### src/flash_seq_pkg.sv
// Constants, types and helper functions for the parallel flash command sequencer.
package flash_seq_pkg;

  localparam int CLK_MHZ = 40;
  localparam int ADDR_W = 19;
  localparam int DATA_W = 8;
  localparam int CNT_W = 5;
  localparam int TIMER_W = 20;
  localparam int SYNC_STAGES = 2;

  // Bus timing, in ns as chosen for the slowest supported parts.
  localparam int T_SETUP_NS = 25;
  localparam int T_WE_NS = 100;
  localparam int T_READ_NS = 200;
  localparam int T_RECOVER_NS = 50;

  // Operation time limits.
  localparam int SECTOR_ERASE_MAX_MS = 4;
  localparam int CHIP_ERASE_MAX_MS = 20;
  localparam int PROGRAM_MAX_US = 100;

  // A least time rounds up to whole cycles and never falls below one.
  function automatic int ns_to_cyc(input int ns);
    int c;
    c = (ns * CLK_MHZ + 999) / 1000;
    return (c < 1) ? 1 : c;
  endfunction

  localparam logic [CNT_W-1:0] SETUP_CYC = CNT_W'(ns_to_cyc(T_SETUP_NS));
  localparam logic [CNT_W-1:0] WE_CYC = CNT_W'(ns_to_cyc(T_WE_NS));
  localparam logic [CNT_W-1:0] RD_CYC = CNT_W'(ns_to_cyc(T_READ_NS) + SYNC_STAGES);
  localparam logic [CNT_W-1:0] RECOVER_CYC = CNT_W'(ns_to_cyc(T_RECOVER_NS));
  localparam int SECTOR_ERASE_MAX_CYC = SECTOR_ERASE_MAX_MS * CLK_MHZ * 1000;
  localparam int CHIP_ERASE_MAX_CYC = CHIP_ERASE_MAX_MS * CLK_MHZ * 1000;
  localparam logic [TIMER_W-1:0] PROGRAM_MAX_CYC = TIMER_W'(PROGRAM_MAX_US * CLK_MHZ);

  // Command codes written on the data pins.
  localparam logic [7:0] CMD_SECTOR_SETUP = 8'h20;
  localparam logic [7:0] CMD_SECTOR_EXEC = 8'hD0;
  localparam logic [7:0] CMD_CHIP_ERASE = 8'h30;
  localparam logic [7:0] CMD_PROGRAM_SETUP = 8'h10;
  localparam logic [7:0] CMD_ABORT = 8'hFF;
  localparam int ALT_BIT = 6;
  localparam logic [2:0] SEQ_LAST = 3'h6;

  typedef enum logic [2:0] {
    OP_READ = 3'h0,
    OP_UNLOCK = 3'h1,
    OP_LOCK = 3'h2,
    OP_SECTOR_ERASE = 3'h3,
    OP_CHIP_ERASE = 3'h4,
    OP_PROGRAM = 3'h5,
    OP_ABORT = 3'h6
  } op_e;

  typedef struct packed {
    op_e op;
    logic [ADDR_W-1:0] addr;
    logic [DATA_W-1:0] data;
  } req_s;

  typedef struct packed {
    logic ce_n;
    logic we_n;
    logic oe_n;
    logic [ADDR_W-1:0] addr;
    logic [DATA_W-1:0] dq_out;
    logic dq_oe;
  } pins_s;

  typedef struct packed {
    logic is_read;
    logic last;
    logic [ADDR_W-1:0] addr;
    logic [DATA_W-1:0] data;
  } step_s;

  // Address series of the seven-read write_lock_sequence; the final entry differs for locking.
  function automatic logic [ADDR_W-1:0] lock_seq_addr(input logic [2:0] idx, input logic lock);
    unique case (idx)
      3'h0: return 19'h0_1823;
      3'h1: return 19'h0_1820;
      3'h2: return 19'h0_1822;
      3'h3: return 19'h0_0418;
      3'h4: return 19'h0_041B;
      3'h5: return 19'h0_0419;
      default: return lock ? 19'h0_040A : 19'h0_041A;
    endcase
  endfunction

  // What bus cycle a given step of an operation performs.
  function automatic step_s step_info(input op_e op, input logic [2:0] idx,
                                      input logic [ADDR_W-1:0] a, input logic [DATA_W-1:0] d);
    step_s s;
    s = '{is_read: 1'b0, last: 1'b1, addr: a, data: d};
    unique case (op)
      OP_READ: s.is_read = 1'b1;
      OP_UNLOCK, OP_LOCK: begin
        s.is_read = 1'b1;
        s.last = (idx == SEQ_LAST);
        s.addr = lock_seq_addr(idx, op == OP_LOCK);
      end
      OP_SECTOR_ERASE: begin
        s.last = idx[0];
        s.data = idx[0] ? CMD_SECTOR_EXEC : CMD_SECTOR_SETUP;
      end
      OP_CHIP_ERASE: begin
        s.last = idx[0];
        s.data = CMD_CHIP_ERASE;
      end
      OP_PROGRAM: begin
        s.last = idx[0];
        s.data = idx[0] ? d : CMD_PROGRAM_SETUP;
      end
      default: s.data = CMD_ABORT;
    endcase
    return s;
  endfunction

endpackage

### src/flash_erase_program_sequencer.sv
// Host-side controller that drives the parallel flash pins through erase and program sequences.
module flash_erase_program_sequencer #(
  parameter logic [flash_seq_pkg::TIMER_W-1:0] SECTOR_LIMIT_CYC =
    flash_seq_pkg::TIMER_W'(flash_seq_pkg::SECTOR_ERASE_MAX_CYC),
  parameter logic [flash_seq_pkg::TIMER_W-1:0] CHIP_LIMIT_CYC =
    flash_seq_pkg::TIMER_W'(flash_seq_pkg::CHIP_ERASE_MAX_CYC)
) (
  // Clock and reset
  input wire logic ref_clk,
  input wire logic rst,
  // User request port
  input wire flash_seq_pkg::req_s req,
  input wire logic req_valid,
  output logic req_ready,
  // User status
  output logic busy,
  output logic done,
  output logic err,
  output logic [flash_seq_pkg::DATA_W-1:0] rd_data,
  // Flash pins
  output flash_seq_pkg::pins_s pins,
  input wire logic [flash_seq_pkg::DATA_W-1:0] dq_in
);

  typedef enum logic [1:0] {
    ST_IDLE = 2'h0,
    ST_ASSERT = 2'h1,
    ST_STROBE = 2'h3,
    ST_RELEASE = 2'h2
  } state_e;

  state_e state;
  flash_seq_pkg::op_e op;
  logic [flash_seq_pkg::ADDR_W-1:0] addr_q;
  logic [flash_seq_pkg::DATA_W-1:0] data_q;
  logic [2:0] step;
  logic [flash_seq_pkg::CNT_W-1:0] cnt;
  logic polling;
  logic have_first;
  logic last_alt;
  logic settled;
  logic abort_pending;
  logic [flash_seq_pkg::TIMER_W-1:0] timer;
  logic [flash_seq_pkg::TIMER_W-1:0] limit;
  logic [flash_seq_pkg::DATA_W-1:0] dq_meta;
  logic [flash_seq_pkg::DATA_W-1:0] dq_sync;
  flash_seq_pkg::step_s si;
  flash_seq_pkg::step_s si_new;
  flash_seq_pkg::step_s si_next;
  logic timed_out;

  assign si = flash_seq_pkg::step_info(op, step, addr_q, data_q);
  assign si_new = flash_seq_pkg::step_info(req.op, 3'h0, req.addr, req.data);
  assign si_next = flash_seq_pkg::step_info(op, step + 3'h1, addr_q, data_q);
  assign timed_out = (timer >= limit);

  always_comb begin
    unique case (op)
      flash_seq_pkg::OP_SECTOR_ERASE: limit = SECTOR_LIMIT_CYC;
      flash_seq_pkg::OP_CHIP_ERASE: limit = CHIP_LIMIT_CYC;
      default: limit = flash_seq_pkg::PROGRAM_MAX_CYC;
    endcase
  end

  // The data pins come from another chip, so they pass two flip-flops first.
  always_ff @(posedge ref_clk or posedge rst) begin
    if (rst) begin
      dq_meta <= 8'h00;
      dq_sync <= 8'h00;
    end else begin
      dq_meta <= dq_in;
      dq_sync <= dq_meta;
    end
  end

  // The operation timer starts when the execute write has been latched.
  always_ff @(posedge ref_clk or posedge rst) begin
    if (rst) begin
      timer <= '0;
    end else if (!polling) begin
      timer <= '0;
    end else if (!timed_out) begin
      timer <= timer + 1'b1;
    end
  end

  // An abort asked for while the device works is held until the current poll read ends.
  always_ff @(posedge ref_clk or posedge rst) begin
    if (rst) begin
      abort_pending <= 1'b0;
    end else if (state == ST_IDLE || !polling) begin
      abort_pending <= 1'b0;
    end else if (req_valid && req.op == flash_seq_pkg::OP_ABORT) begin
      abort_pending <= 1'b1;
    end
  end

  // Sequencer and pin drivers.
  always_ff @(posedge ref_clk or posedge rst) begin
    if (rst) begin
      state <= ST_IDLE;
      op <= flash_seq_pkg::OP_READ;
      addr_q <= '0;
      data_q <= '0;
      step <= 3'h0;
      cnt <= '0;
      polling <= 1'b0;
      have_first <= 1'b0;
      last_alt <= 1'b0;
      settled <= 1'b0;
      req_ready <= 1'b1;
      busy <= 1'b0;
      done <= 1'b0;
      err <= 1'b0;
      rd_data <= 8'h00;
      pins <= '{ce_n: 1'b1, we_n: 1'b1, oe_n: 1'b1, addr: '0, dq_out: 8'h00, dq_oe: 1'b0};
    end else begin
      done <= 1'b0;
      cnt <= cnt + 1'b1;
      unique case (state)
        ST_IDLE: begin
          if (req_valid) begin
            op <= req.op;
            addr_q <= req.addr;
            data_q <= req.data;
            step <= 3'h0;
            polling <= 1'b0;
            err <= 1'b0;
            req_ready <= 1'b0;
            busy <= 1'b1;
            cnt <= '0;
            state <= ST_ASSERT;
            pins.ce_n <= 1'b0;
            pins.addr <= si_new.addr;
            pins.dq_out <= si_new.data;
            pins.dq_oe <= !si_new.is_read;
          end
        end
        ST_ASSERT: begin
          if (cnt + 1'b1 >= flash_seq_pkg::SETUP_CYC) begin
            cnt <= '0;
            state <= ST_STROBE;
            if (si.is_read || polling) begin
              pins.oe_n <= 1'b0;
            end else begin
              pins.we_n <= 1'b0;
            end
          end
        end
        ST_STROBE: begin
          if (cnt + 1'b1 >= (pins.we_n ? flash_seq_pkg::RD_CYC : flash_seq_pkg::WE_CYC)) begin
            cnt <= '0;
            state <= ST_RELEASE;
            pins.we_n <= 1'b1;
            pins.oe_n <= 1'b1;
            if (!pins.oe_n) begin
              rd_data <= dq_sync;
              have_first <= 1'b1;
              last_alt <= dq_sync[flash_seq_pkg::ALT_BIT];
              settled <= have_first && (dq_sync[flash_seq_pkg::ALT_BIT] == last_alt);
            end
          end
        end
        ST_RELEASE: begin
          pins.ce_n <= 1'b1;
          pins.dq_oe <= 1'b0;
          if (cnt + 1'b1 >= flash_seq_pkg::RECOVER_CYC) begin
            cnt <= '0;
            state <= ST_ASSERT;
            pins.ce_n <= 1'b0;
            if (polling && abort_pending) begin
              op <= flash_seq_pkg::OP_ABORT;
              step <= 3'h0;
              polling <= 1'b0;
              pins.dq_out <= flash_seq_pkg::CMD_ABORT;
              pins.dq_oe <= 1'b1;
            end else if (polling && (settled || timed_out)) begin
              err <= !settled;
              polling <= 1'b0;
              done <= 1'b1;
              busy <= 1'b0;
              req_ready <= 1'b1;
              state <= ST_IDLE;
              pins.ce_n <= 1'b1;
            end else if (polling) begin
              pins.addr <= addr_q;
            end else if (!si.last) begin
              step <= step + 1'b1;
              pins.addr <= si_next.addr;
              pins.dq_out <= si_next.data;
              pins.dq_oe <= !si_next.is_read;
            end else if (op == flash_seq_pkg::OP_SECTOR_ERASE || op == flash_seq_pkg::OP_CHIP_ERASE
                         || op == flash_seq_pkg::OP_PROGRAM) begin
              polling <= 1'b1;
              have_first <= 1'b0;
              settled <= 1'b0;
              pins.addr <= addr_q;
            end else begin
              done <= 1'b1;
              busy <= 1'b0;
              req_ready <= 1'b1;
              state <= ST_IDLE;
              pins.ce_n <= 1'b1;
            end
          end
        end
      endcase
    end
  end
endmodule // flash_erase_program_sequencer

### config.mk
export PLATFORM = sky130hd
export DESIGN_NAME = flash_erase_program_sequencer
export DESIGN_NICKNAME = d
export VERILOG_FILES = /design/src/flash_seq_pkg.sv /design/src/flash_erase_program_sequencer.sv
export SDC_FILE = /design/constraint.sdc
export NUM_CORES = 1
export LEC_CHECK = 0
export BUFFER_PORTS_ARGS = -buffer_cell sky130_fd_sc_hd__buf_2
export CORE_MARGIN = 4
export CORE_UTILIZATION = 53
export CTS_BUF_LIST = sky130_fd_sc_hd__clkbuf_8 sky130_fd_sc_hd__clkbuf_16
export DETAILED_ROUTE_END_ITERATION = 10
export GPL_ROUTABILITY_DRIVEN = 0
export PLACE_DENSITY = 0.82
export SYNTH_ARGS = -nofsm -noshare
export SYNTH_HDL_FRONTEND = slang
export SYNTH_SLANG_ARGS = --single-unit
### constraint.sdc
create_clock -name ref_clk -period 4.8 [get_ports ref_clk]
set_input_delay 0 -clock ref_clk [delete_from_list [all_inputs] [get_ports ref_clk]]
set_output_delay 0 -clock ref_clk [all_outputs]
set_load 0.01 [all_outputs]
==> results of run 1 <==
layout make-up:
| type | count | area (sq um) | area share |
|---|---|---|---|
| Sequential cell | 123 | 3083 | 0.3913 |
| Multi-Input combinational cell | 479 | 3045 | 0.3865 |
| Timing Repair Buffer | 127 | 845.8 | 0.1074 |
| Clock buffer | 18 | 439.2 | 0.05574 |
| Tap cell | 143 | 178.9 | 0.02271 |
| Clock inverter | 14 | 172.7 | 0.02192 |
| Inverter | 29 | 111.4 | 0.01413 |
| Antenna cell | 1 | 2.502 | 0.0003176 |
metal layers:
layer,up-vias,track usage,wire (microns)
met1,2802,0.3093,6966
met3,54,0.07112,1348
met2,337,0.4269,8658
met4,0,0.1018,490
met5,-,0,0
li1,2594,-,-
cell usage in the layout (no fill, tap or decap), types with 4 or more instances in the layout:
| master | synthesis | layout |
|---|---|---|
| nand2_1 | 114 | 114 |
| xor2_1 | 7 | 7 |
| inv_1 | 29 | 29 |
| a21oi_1 | 58 | 58 |
| nand2b_1 | 7 | 7 |
| xnor2_1 | 5 | 5 |
| nor2_1 | 52 | 52 |
| mux2_4 | 10 | 10 |
| o31ai_1 | 6 | 6 |
| nand3_1 | 12 | 12 |
| and3_1 | 4 | 4 |
| nand4_1 | 13 | 13 |
| mux2_2 | 20 | 20 |
| o211ai_1 | 5 | 5 |
| or3_1 | 6 | 6 |
| nor3_1 | 8 | 8 |
| o41ai_1 | 4 | 4 |
| a31oi_1 | 6 | 6 |
| o21a_1 | 5 | 5 |
| dfrtp_1 | 119 | 119 |
| clkbuf_16 | 0 | 17 |
| a21o_1 | 5 | 5 |
| a22o_1 | 12 | 12 |
| clkinv_4 | 0 | 6 |
| buf_4 | 1 | 4 |
| dlygate4sd3_1 | 0 | 40 |
| o311ai_0 | 4 | 4 |
| o21ai_0 | 36 | 36 |
| dfstp_2 | 4 | 4 |
| buf_2 | 5 | 83 |
| ha_1 | 24 | 24 |
stage by stage:
step	setup WS (ns)	utilization	power [mW]
finish	0.8000	0.6784	5.147
global route	0.5275	0.6784	5.466
CTS	0.9218	0.6782	5.101
detailed placement	0.9313	0.5910	3.721
global placement	1.244	0.5910	3.621
floorplan	1.536	-	3.180
flip-flops by register name, indices dropped and copies added, names as in the netlist, 5 cells and up:
| register | count |
|---|---|
| cnt | 5 |
| dq_sync | 8 |
| addr_q | 19 |
| pins | 31 |
| rd_data | 8 |
| data_q | 8 |
| timer | 20 |
| dq_meta | 8 |
Yosys cell counts (8+ instances only):
| cell | n |
|---|---|
| a21oi_1 | 58 |
| a22o_1 | 12 |
| clkbuf_1 | 22 |
| dfrtp_1 | 119 |
| ha_1 | 24 |
| inv_1 | 29 |
| mux2_2 | 20 |
| mux2_4 | 10 |
| nand2_1 | 114 |
| nand3_1 | 12 |
| nand4_1 | 13 |
| nor2_1 | 52 |
| nor3_1 | 8 |
| o21ai_0 | 36 |
cell families (layout without fill, tap and decap cells):
| logic type | count (synthesis) | after routing |
|---|---|---|
| XOR/XNOR | 12 | 12 |
| flip-flops | 123 | 123 |
| AO/OA/AOI/OAI | 175 | 175 |
| adder cells (fa/ha/maj) | 24 | 24 |
| AND/OR/NAND/NOR | 236 | 236 |
| other | 0 | 1 |
| buffers and inverters | 62 | 188 |
| multiplexers | 32 | 32 |
power by group through the flow:
stage               logic, mW  clock network, mW  registers (mW)
floorplan                1.51                  0            1.67
CTS                      2.08               1.33            1.70
detailed placement       2.01                  0            1.71
global route             2.33               1.38            1.76
global placement         1.93                  0            1.69
finish                   2.11               1.32            1.71
worst max path at each step:
| stage | to | slack, ns |
|---|---|---|
| floorplan | abort_pending | 1.54 |
| global placement | timer[15] | 1.24 |
| detailed placement | timer[15] | 0.93 |
| CTS | timer[15] | 0.92 |
| global route | timer[15] | 0.53 |
| finish | timer[15] | 0.80 |
timing repair:
item	4_1_cts	5_1_grt
endpoints found under the setup margin	0	0
hold buffers	40	0
setup buffers	0	0
hold endpoints to repair	133	0
==> metrics, run 1 <==
Crit path arrival time=between 4 and 5 ns; Fmax=250.0 MHz; Crit Path Max Fanout=16; num rows=39; first drt pass iteration count=5; startpoint type of the worst setup path=flip-flop; Syn Area/Cell=9.640 sq um; DRC Markers=0; CTS tree=yes; VDD IR max=0.4221 mV; Buf+Inv Stages, Crit Path=1; Area Growth Syn to Fin=23.08%; CP max stage cell=or4_1; largest family of logic cells by synthesized area=compound AO/OA/AOI/OAI gates; area of the mapped netlist=6401 sq um; Starting Density=0.5512; PortBufs=between 80 and 90; Filler cells=slightly above 800; Worst path top cell family by delay=simple AND/OR/NAND/NOR gates; XOR/XNOR Fraction of Synth Area=0.01642; 1st-iter DRT viols=about 800; synth unique cells=67; crit-path cells=nand2b_1, or2_2, nand2_1, inv_1, ha_1, a21oi_1, o21ai_2, o31ai_4, nand3_1, or4_1, a21oi_1; worst setup path class=flip-flop to flip-flop; reg-to-reg slack, setup=~0.8 ns; syn_nets=roughly 730; Async S/R FF share, synth=1.000; cts repair resizes=0; core area=approximately 12000 sq um; final setup TNS=0 ns; main flop type after synthesis=dfrtp_1; CTS H-tree lvls=4; I/O pin count=84; adder-cell share of the synthesized area=0.04691; antenna violations before repair=1; Psw=2.047 mW; Yosys reg bits=approximately 120; Final Hold Fails=0; PD cells=653.3 nW/um^2; hold_ws=around 0.23 ns; DPL Wire Length=10.96 mm; post-synthesis mux area share=0.06177; Required @ worst endpoint=between 5 and 6 ns; first-pass GRT wire length=28.91 mm; GRT Residual Overflow=0; Register-to-Register Path Depth=11; Reg power frac=0.333; CTS Buf Count=17; vias per cell=6.196; clock network power share=0.256; clock latency at the later pin of the worst-skew pair=0.42 ns; Pins Over Slew Limit=0; compound-gate portion of the synthesized area=0.1839; worst slew pin tran=1.131 ns; Int Pwr=roughly 3.1 mW; unrepaired setup endpoints after global routing=false; Post-synth EDFFs=0; Period minus WS final=~4.0 ns; cells after synthesis=664; sequential area share after synthesis=0.4816; Synth top area share=0.4652; worst r2r src=op[1]; Hold Path Origin=dq_in[5]; Final ANT Viol Nets=0; most used cell, CP=a21oi_1; Avg WL per Cell=18.70 microns; P_leak=3.748 nW; Max transition margin=0.2442; top post-synthesis cells by area=dfrtp_1, nand2_1, ha_1; # Max-Cap Violations=0; status=finished clean; Comb pwr share=0.411; Die Y=117.9 microns; via count=around 5800; Area after DPL=between 6000 and 7000 sq um; crit path capture type=flip-flop; worst r2r dst=timer[15]; die width=117.9 microns; worst min path class=input pin to flip-flop; skew final=0.01191 ns; Worst Hold Depth=2; crit path from=op[1]; Hold Path Sink=dq_meta[5]; final WL=17.46 mm; largest net degree at the start of global routing=83; GRT Util Overall=0.2540; Final Cycle Share=0.8333; leading area contributor after synthesis=dfrtp_1; Final #Nets=~840; Yosys warning total=0; simple-gate share of the synthesized area=0.1667; die area=13900 sq um; max incr delay on CP=~0.65 ns; post-route cell area=roughly 8000 sq um; # clock sinks=roughly 120; vias in the first global route=a little under 6000; final setup violation count=0; layout cell share with drive strength beyond 1=0.2101; switching share of total power=0.3976; Root Driver=clkbuf_16; CTS max path bufs=2; Clk pin slew, worst setup/hold paths=~0.06 ns; non-filler instance count after layout=934; stages on the worst setup path=11; Post-Place Cells=861
Note: power is estimated with default switching activity, not from simulation.
==> inputs of run 2 (changes only) <==
==> constraint.sdc (replaced) <==
create_clock -name ref_clk -period 3.7 [get_ports ref_clk]
set_input_delay 0 -clock ref_clk [delete_from_list [all_inputs] [get_ports ref_clk]]
set_output_delay 0 -clock ref_clk [all_outputs]
set_load 0.01 [all_outputs]
==> run 2 against run 1 <==
Against the previous run: die area unchanged; utilization grew 0.46 points; total power is 30% higher; non-clock buffer count is 7 higher; combinational power increased by 32%; clock skew down 0.0030 ns; critical path type unchanged; largest cell class unchanged.
==> metrics, run 2 (synthesized netlist as in run 1, its figures left out) <==
Max transition margin=0.4061 (+0.1619); PortBufs=83 (unchanged); Multi-input gate area=3045 sq um (unchanged); I/O pin count=84 (unchanged); P_leak=3.771 nW (+0.63%); Crit Path Max Fanout=10 (-6); 1st-iter DRT viols=657 (-18%); Largest regs=pins (31), timer (20), addr_q (19); Final ANT Viol Nets=0 (unchanged); # diodes=0 (-1); final WL=17.10 mm (-2.1%); cts repair resizes=0 (unchanged); crit path capture type=flip-flop; most frequent cells in the layout=dfrtp_1, nand2_1, buf_2; Crit path arrival time=3.73 ns (-0.59 ns); Area Growth Syn to Fin=23.92%; Placement Setup Slack=0.2491 ns (-0.6821 ns); Period minus WS final=3.450 ns (-0.5503 ns); CTS max path bufs=2 (unchanged); largest net degree at the start of global routing=58 (-30%); DPL Wire Length=11.02 mm (+0.63%); unrepaired setup endpoints after global routing=false; PD cells=846.4 nW/um^2 (+30%); Root Driver=clkbuf_16; vias per cell=6.024 (-2.8%); worst min path class=input pin to flip-flop; Avg WL per Cell=18.19 microns (-2.7%); GRT Util Overall=0.2507 (-0.003326); Final Cycle Share=0.9323 (+0.09902); setup ws final=0.2503 ns (-0.5497 ns); DRC Markers=0 (unchanged); num rows=39 (unchanged); Pins Over Slew Limit=0 (unchanged); die area=13900 sq um (unchanged); worst setup path class=flip-flop to flip-flop; startpoint type of the worst setup path=flip-flop; final setup TNS=0 ns (unchanged); skew final=0.008947 ns (-0.002964 ns); Sequential cell area=3083 sq um (unchanged); via count=5663 (-2.1%); Fmax=289.9 MHz (+16%); non-filler instance count after layout=940 (+0.64%); VDD IR max=0.6511 mV (+54%); post-layout util=0.6830 (+0.004632); vias in the first global route=5924 (+0.36%); Starting Density=0.5512 (unchanged); most common cell after layout, fill and taps aside=dfrtp_1; first drt pass iteration count=6 (+1); status=finished clean; CTS H-tree lvls=4 (unchanged); Filler cells=828 (+2.5%); CTS Buf Count=17 (unchanged); clock latency at the later pin of the worst-skew pair=0.42 ns (about the same); Required @ worst endpoint=3.98 ns (-1.14 ns); # clock sinks=123 (unchanged); Die Y=117.9 microns (unchanged); core area=11610 sq um (unchanged); antenna violations before repair=0 (-1); max reg flops=31 (unchanged); Post-Place Cells=869 (+0.93%); worst slew pin tran=0.8876 ns (-0.2434 ns); Final Hold Fails=0 (unchanged); # Max-Cap Violations=0 (unchanged); Overall Power=6.714 mW (+30%); Reg with most FFs=pins; layout cell share with drive strength beyond 1=0.2196 (+0.009447); first-pass GRT wire length=28.46 mm (-1.6%); GRT Residual Overflow=0 (unchanged); CTS tree=yes; Final #Nets=849 (+0.83%); Clk pin slew, worst setup/hold paths=0.06 ns (about the same); final setup violation count=0 (unchanged); die width=117.9 microns (unchanged)
## run 2: changes by cell type in the layout (fill, tap and decap cells not counted), sizes merged
cell,change
buf,+8
clkinv,-4
clkinvlp,+3
clkbuf,+1
diode,-1
dlygate4sd3,-1
## run 2: final cells by class
class	instances	share of cell area
inverters	29	0.01404
multi-input cells	479	0.3839
well taps	143	0.02256
clock buffers	19	0.05710
repair buffers	134	0.1129
clock inverters	13	0.02082
flip-flops and latches	123	0.3886
## run 2: per-stage QoR
step / cell area, sq um / hold WS (ns)
after CTS: 7933 / 0.01461
after global routing: 7933 / 0.03478
after global placement: 6924 / 0.1080
after floorplan: 6401 / 0.03143
final: 7933 / 0.02012
after detailed placement: 6924 / 0.1093
## run 2: final timing paths
kind                            startpoint         end  slack [ns]  cells past startpoint
worst max-delay path                 op[2]   timer[13]        0.25                     12
worst min-delay path               req[27]       op[0]        0.02                      3
worst max register to register       op[2]   timer[13]        0.25                     12
worst min register to register  dq_meta[6]  dq_sync[6]        0.35                      0
max in group asynchronous              rst   req_ready        2.48                      4
min in group asynchronous              rst   data_q[5]        0.26                      3
## run 2: power by group
group / total, mW / internal [mW] / switching, mW
sequential: 2.20 / 1.81 / 0.381
combinational: 2.79 / 1.16 / 1.63
clock: 1.73 / 1.10 / 0.633
## run 2: repair_timing
| action | CTS | global route |
|---|---|---|
| hold buffers | 39 | 0 |
| endpoints found under the setup margin | 0 | 0 |
| hold endpoints to repair | 107 | 0 |
| buffers inserted | 0 | 0 |
## run 2: layer usage
layer  wire length (microns)  global-route usage  up-vias
li1                        -                   -     2597
met1                    6805              0.3019     2716
met2                    8459              0.4157      293
met3                    1265             0.06007       57
met4                     573              0.1355        0
met5                       0                   0        -
## run 2: critical path: stages, from the launching register on
cell and delay, ns:
dfrtp_1 0.49, nand2b_1 0.14, or2_2 0.32, nand2_1 0.16, inv_1 0.11, ha_1 0.31, a21oi_1 0.19, o21ai_2 0.12
o31ai_4 0.44, nand3_1 0.27, buf_4 0.25, o311ai_0 0.36, o41ai_1 0.14
==> inputs of run 3 (changes only) <==
--- a/config.mk
+++ b/config.mk
@@ -5,13 +5,14 @@
 export SDC_FILE = /design/constraint.sdc
 export NUM_CORES = 1
 export LEC_CHECK = 0
+export ABC_AREA = 1
 export BUFFER_PORTS_ARGS = -buffer_cell sky130_fd_sc_hd__buf_2
 export CORE_MARGIN = 4
 export CORE_UTILIZATION = 53
 export CTS_BUF_LIST = sky130_fd_sc_hd__clkbuf_8 sky130_fd_sc_hd__clkbuf_16
 export DETAILED_ROUTE_END_ITERATION = 10
 export GPL_ROUTABILITY_DRIVEN = 0
-export PLACE_DENSITY = 0.82
+export PLACE_DENSITY = 0.74
 export SYNTH_ARGS = -nofsm -noshare
 export SYNTH_HDL_FRONTEND = slang
 export SYNTH_SLANG_ARGS = --single-unit
==> run 3 against run 2 <==
Against the previous run: combinational power is essentially flat; sequential power fell by 6%; largest cell class unchanged; critical path type unchanged; highest routed layer unchanged; sequential cell count is the same; first-iteration DRC count increased by 4.1%; global-route usage is essentially flat; non-clock buffer count decreased by 4; via count up 8.1%; clock skew down 0.0021 ns; wire length down 1.6%.
==> metrics, run 3 <==
status=finished clean; first-pass GRT wire length=28.70 mm (+0.85%); Final #Nets=1051 (+24%); Clk pin slew, worst setup/hold paths=0.06 ns (about the same); DPL Wire Length=11.08 mm (+0.51%); CTS tree=yes; Post CTS Setup Buffer Count=0 (unchanged); Crit Path Max Fanout=15 (+5); leading area contributor after synthesis=dfrtp_1; max reg flops=31 (unchanged); antenna violations before repair=0 (unchanged); 1st-iter DRT viols=684 (+4.1%); Sequential cell area=3083 sq um (unchanged); cells after synthesis=861 (+30%); PortBufs=83 (unchanged); Max transition margin=0.4268 (+0.02069); Syn Area/Cell=7.634 sq um (-21%); die width=119.4 microns (+1.2%); count leader, synth=nand2_1; # hold bufs at CTS=40 (+2.6%); CTS H-tree lvls=4 (unchanged); hold_ws=0.2285 ns (+0.2083 ns); Yosys reg bits=123 (unchanged); Synth top area share=0.4531 (-0.01213); final WL=16.84 mm (-1.6%); vias per cell=5.246 (-13%); Final Hold Fails=0 (unchanged); Yosys warning total=0 (unchanged); cts repair resizes=0 (unchanged); vias in the first global route=5860 (-1.1%); GRT Util Overall=0.2503 (-0.0004431); sequential area share after synthesis=0.4691 (-0.01256); Fmax=304.8 MHz (+5.1%); crit path capture type=flip-flop; final setup TNS=0 ns (unchanged); area of the mapped netlist=6573 sq um (+2.7%); Final ANT Viol Nets=0 (unchanged); Period minus WS final=3.281 ns (-0.1684 ns); core area=12060 sq um (+3.9%); # Max-Cap Violations=0 (unchanged); worst setup path class=flip-flop to flip-flop; Area Growth Syn to Fin=24.04% (about the same); PD cells=796.9 nW/um^2 (-5.8%); Die Y=119.4 microns (+1.2%); unrepaired setup endpoints after global routing=false; I/O pin count=84 (unchanged); startpoint type of the worst setup path=flip-flop; Crit path arrival time=3.64 ns (-0.09 ns); synth cell count leaders=nand2_1, dfrtp_1, inv_1; layout cell share with drive strength beyond 1=0.1401 (-0.07943); via count=6122 (+8.1%); Multi-input gate area=3039 sq um (-0.21%); most common cell after layout, fill and taps aside=nand2_1; first drt pass iteration count=5 (-1); worst min path class=input pin to flip-flop; # diodes=0 (unchanged); worst slew pin tran=0.8599 ns (-0.02776 ns); top post-synthesis cells by area=dfrtp_1, nand2_1, o21ai_0; VDD IR max=0.5602 mV (-14%); Avg WL per Cell=14.43 microns (-21%); Reg with most FFs=pins; Async S/R FF share, synth=1.000 (unchanged); GRT Residual Overflow=0 (unchanged); synth unique cells=40 (-40%); syn_nets=926 (+27%); # clock sinks=123 (unchanged); skew final=0.006881 ns (-0.002066 ns); most frequent cells in the layout=nand2_1, dfrtp_1, inv_1; Required @ worst endpoint=4.06 ns (+0.08 ns); main flop type after synthesis=dfrtp_1; Largest regs=pins (31), timer (20), addr_q (19); Pins Over Slew Limit=0 (unchanged); clock latency at the later pin of the worst-skew pair=0.42 ns (about the same); Final Cycle Share=0.8868 (-0.04552); Starting Density=0.5449 (-0.006257); largest net degree at the start of global routing=124 (+110%); P_leak=4.286 nW (+14%); final setup violation count=0 (unchanged); Filler cells=1022 (+23%); CTS max path bufs=2 (unchanged); DRC Markers=0 (unchanged); Post-synth EDFFs=0 (unchanged); num rows=40 (+2.6%); CTS Buf Count=17 (unchanged); die area=14250 sq um (+2.5%); Root Driver=clkbuf_16
[run 3: cell types whose count changed in the layout (fill, tap and decap cells not counted), sizes merged, moves of 6 or more]
cell	delta
a22o	-12
mux2	-30
inv	+60
nand2b	-8
o21ai	+44
nand2	+194
or3	-6
nand3	+43
a21oi	-31
[run 3: worst max-delay path, cell delays in order (launching register included)]
cell and delay [ns]:
dfrtp_1 0.42, inv_1 0.12, nand3_1 0.17, inv_1 0.11, nor2_1 0.25, inv_1 0.13, ha_1 0.32, a21oi_1 0.14
and2_0 0.13, nand3_1 0.07, nand2_1 0.07, nand3_1 0.10, nand2_1 0.31, nand2_1 0.42, o21ai_0 0.29, nand2_1 0.08
nand2_1 0.07
[run 3: routing by layer]
| metal | global-route usage | wire length [microns] |
|---|---|---|
| met1 | 0.3434 | 7462 |
| met2 | 0.3882 | 7917 |
| met3 | 0.05698 | 1096 |
| met4 | 0.09520 | 359 |
| met5 | 0 | 0 |
[run 3: cell families (layout without fill, tap and decap cells)]
family | count (synthesis) | after routing | synth area share
XOR/XNOR | 12 | 12 | 0.01599
buffers and inverters | 113 | 251 | 0.06853
AO/OA/AOI/OAI | 134 | 134 | 0.1127
flip-flops | 123 | 123 | 0.4691
AND/OR/NAND/NOR | 455 | 455 | 0.2880
adder cells (fa/ha/maj) | 24 | 24 | 0.04569
[run 3: metrics by stage]
step	utilization	cell area, sq um	power (mW)	std cells	worst slack, ns
after floorplan	-	6573	3.997	861	0.4357
after global placement	0.5927	7149	4.703	1095	0.6817
after detailed placement	0.5927	7149	4.744	1095	0.5212
after CTS	0.6759	8153	6.498	1167	0.4754
after global routing	0.6759	8153	7.059	1167	0.06194
final	0.6759	8153	6.497	1167	0.4188
[run 3: where the power goes]
| part | internal [mW] | switching [mW] | total, mW |
|---|---|---|---|
| combinational | 0.942 | 1.81 | 2.76 |
| clock | 1.09 | 0.600 | 1.69 |
| sequential | 1.77 | 0.283 | 2.06 |
| total | 3.80 | 2.70 | 6.50 |
[run 3: layout make-up]
cell class,instances,share of cell area
well taps,168,0.02578
clock inverters,13,0.01842
inverters,89,0.04128
multi-input cells,625,0.3728
clock buffers,19,0.05556
flip-flops and latches,123,0.3781
repair buffers,130,0.1080
[run 3: path summary, 6_finish.rpt]
path,cells after the start,slack (ns),endpoint,startpoint
max in group asynchronous,4,2.91,op[0],rst
min,2,0.23,dq_meta[2],dq_in[2]
max reg2reg,16,0.42,pins[25],op[2]
min in group asynchronous,4,0.29,dq_meta[2],rst
min reg2reg,0,0.35,dq_sync[7],dq_meta[7]
max,16,0.42,pins[25],op[2]
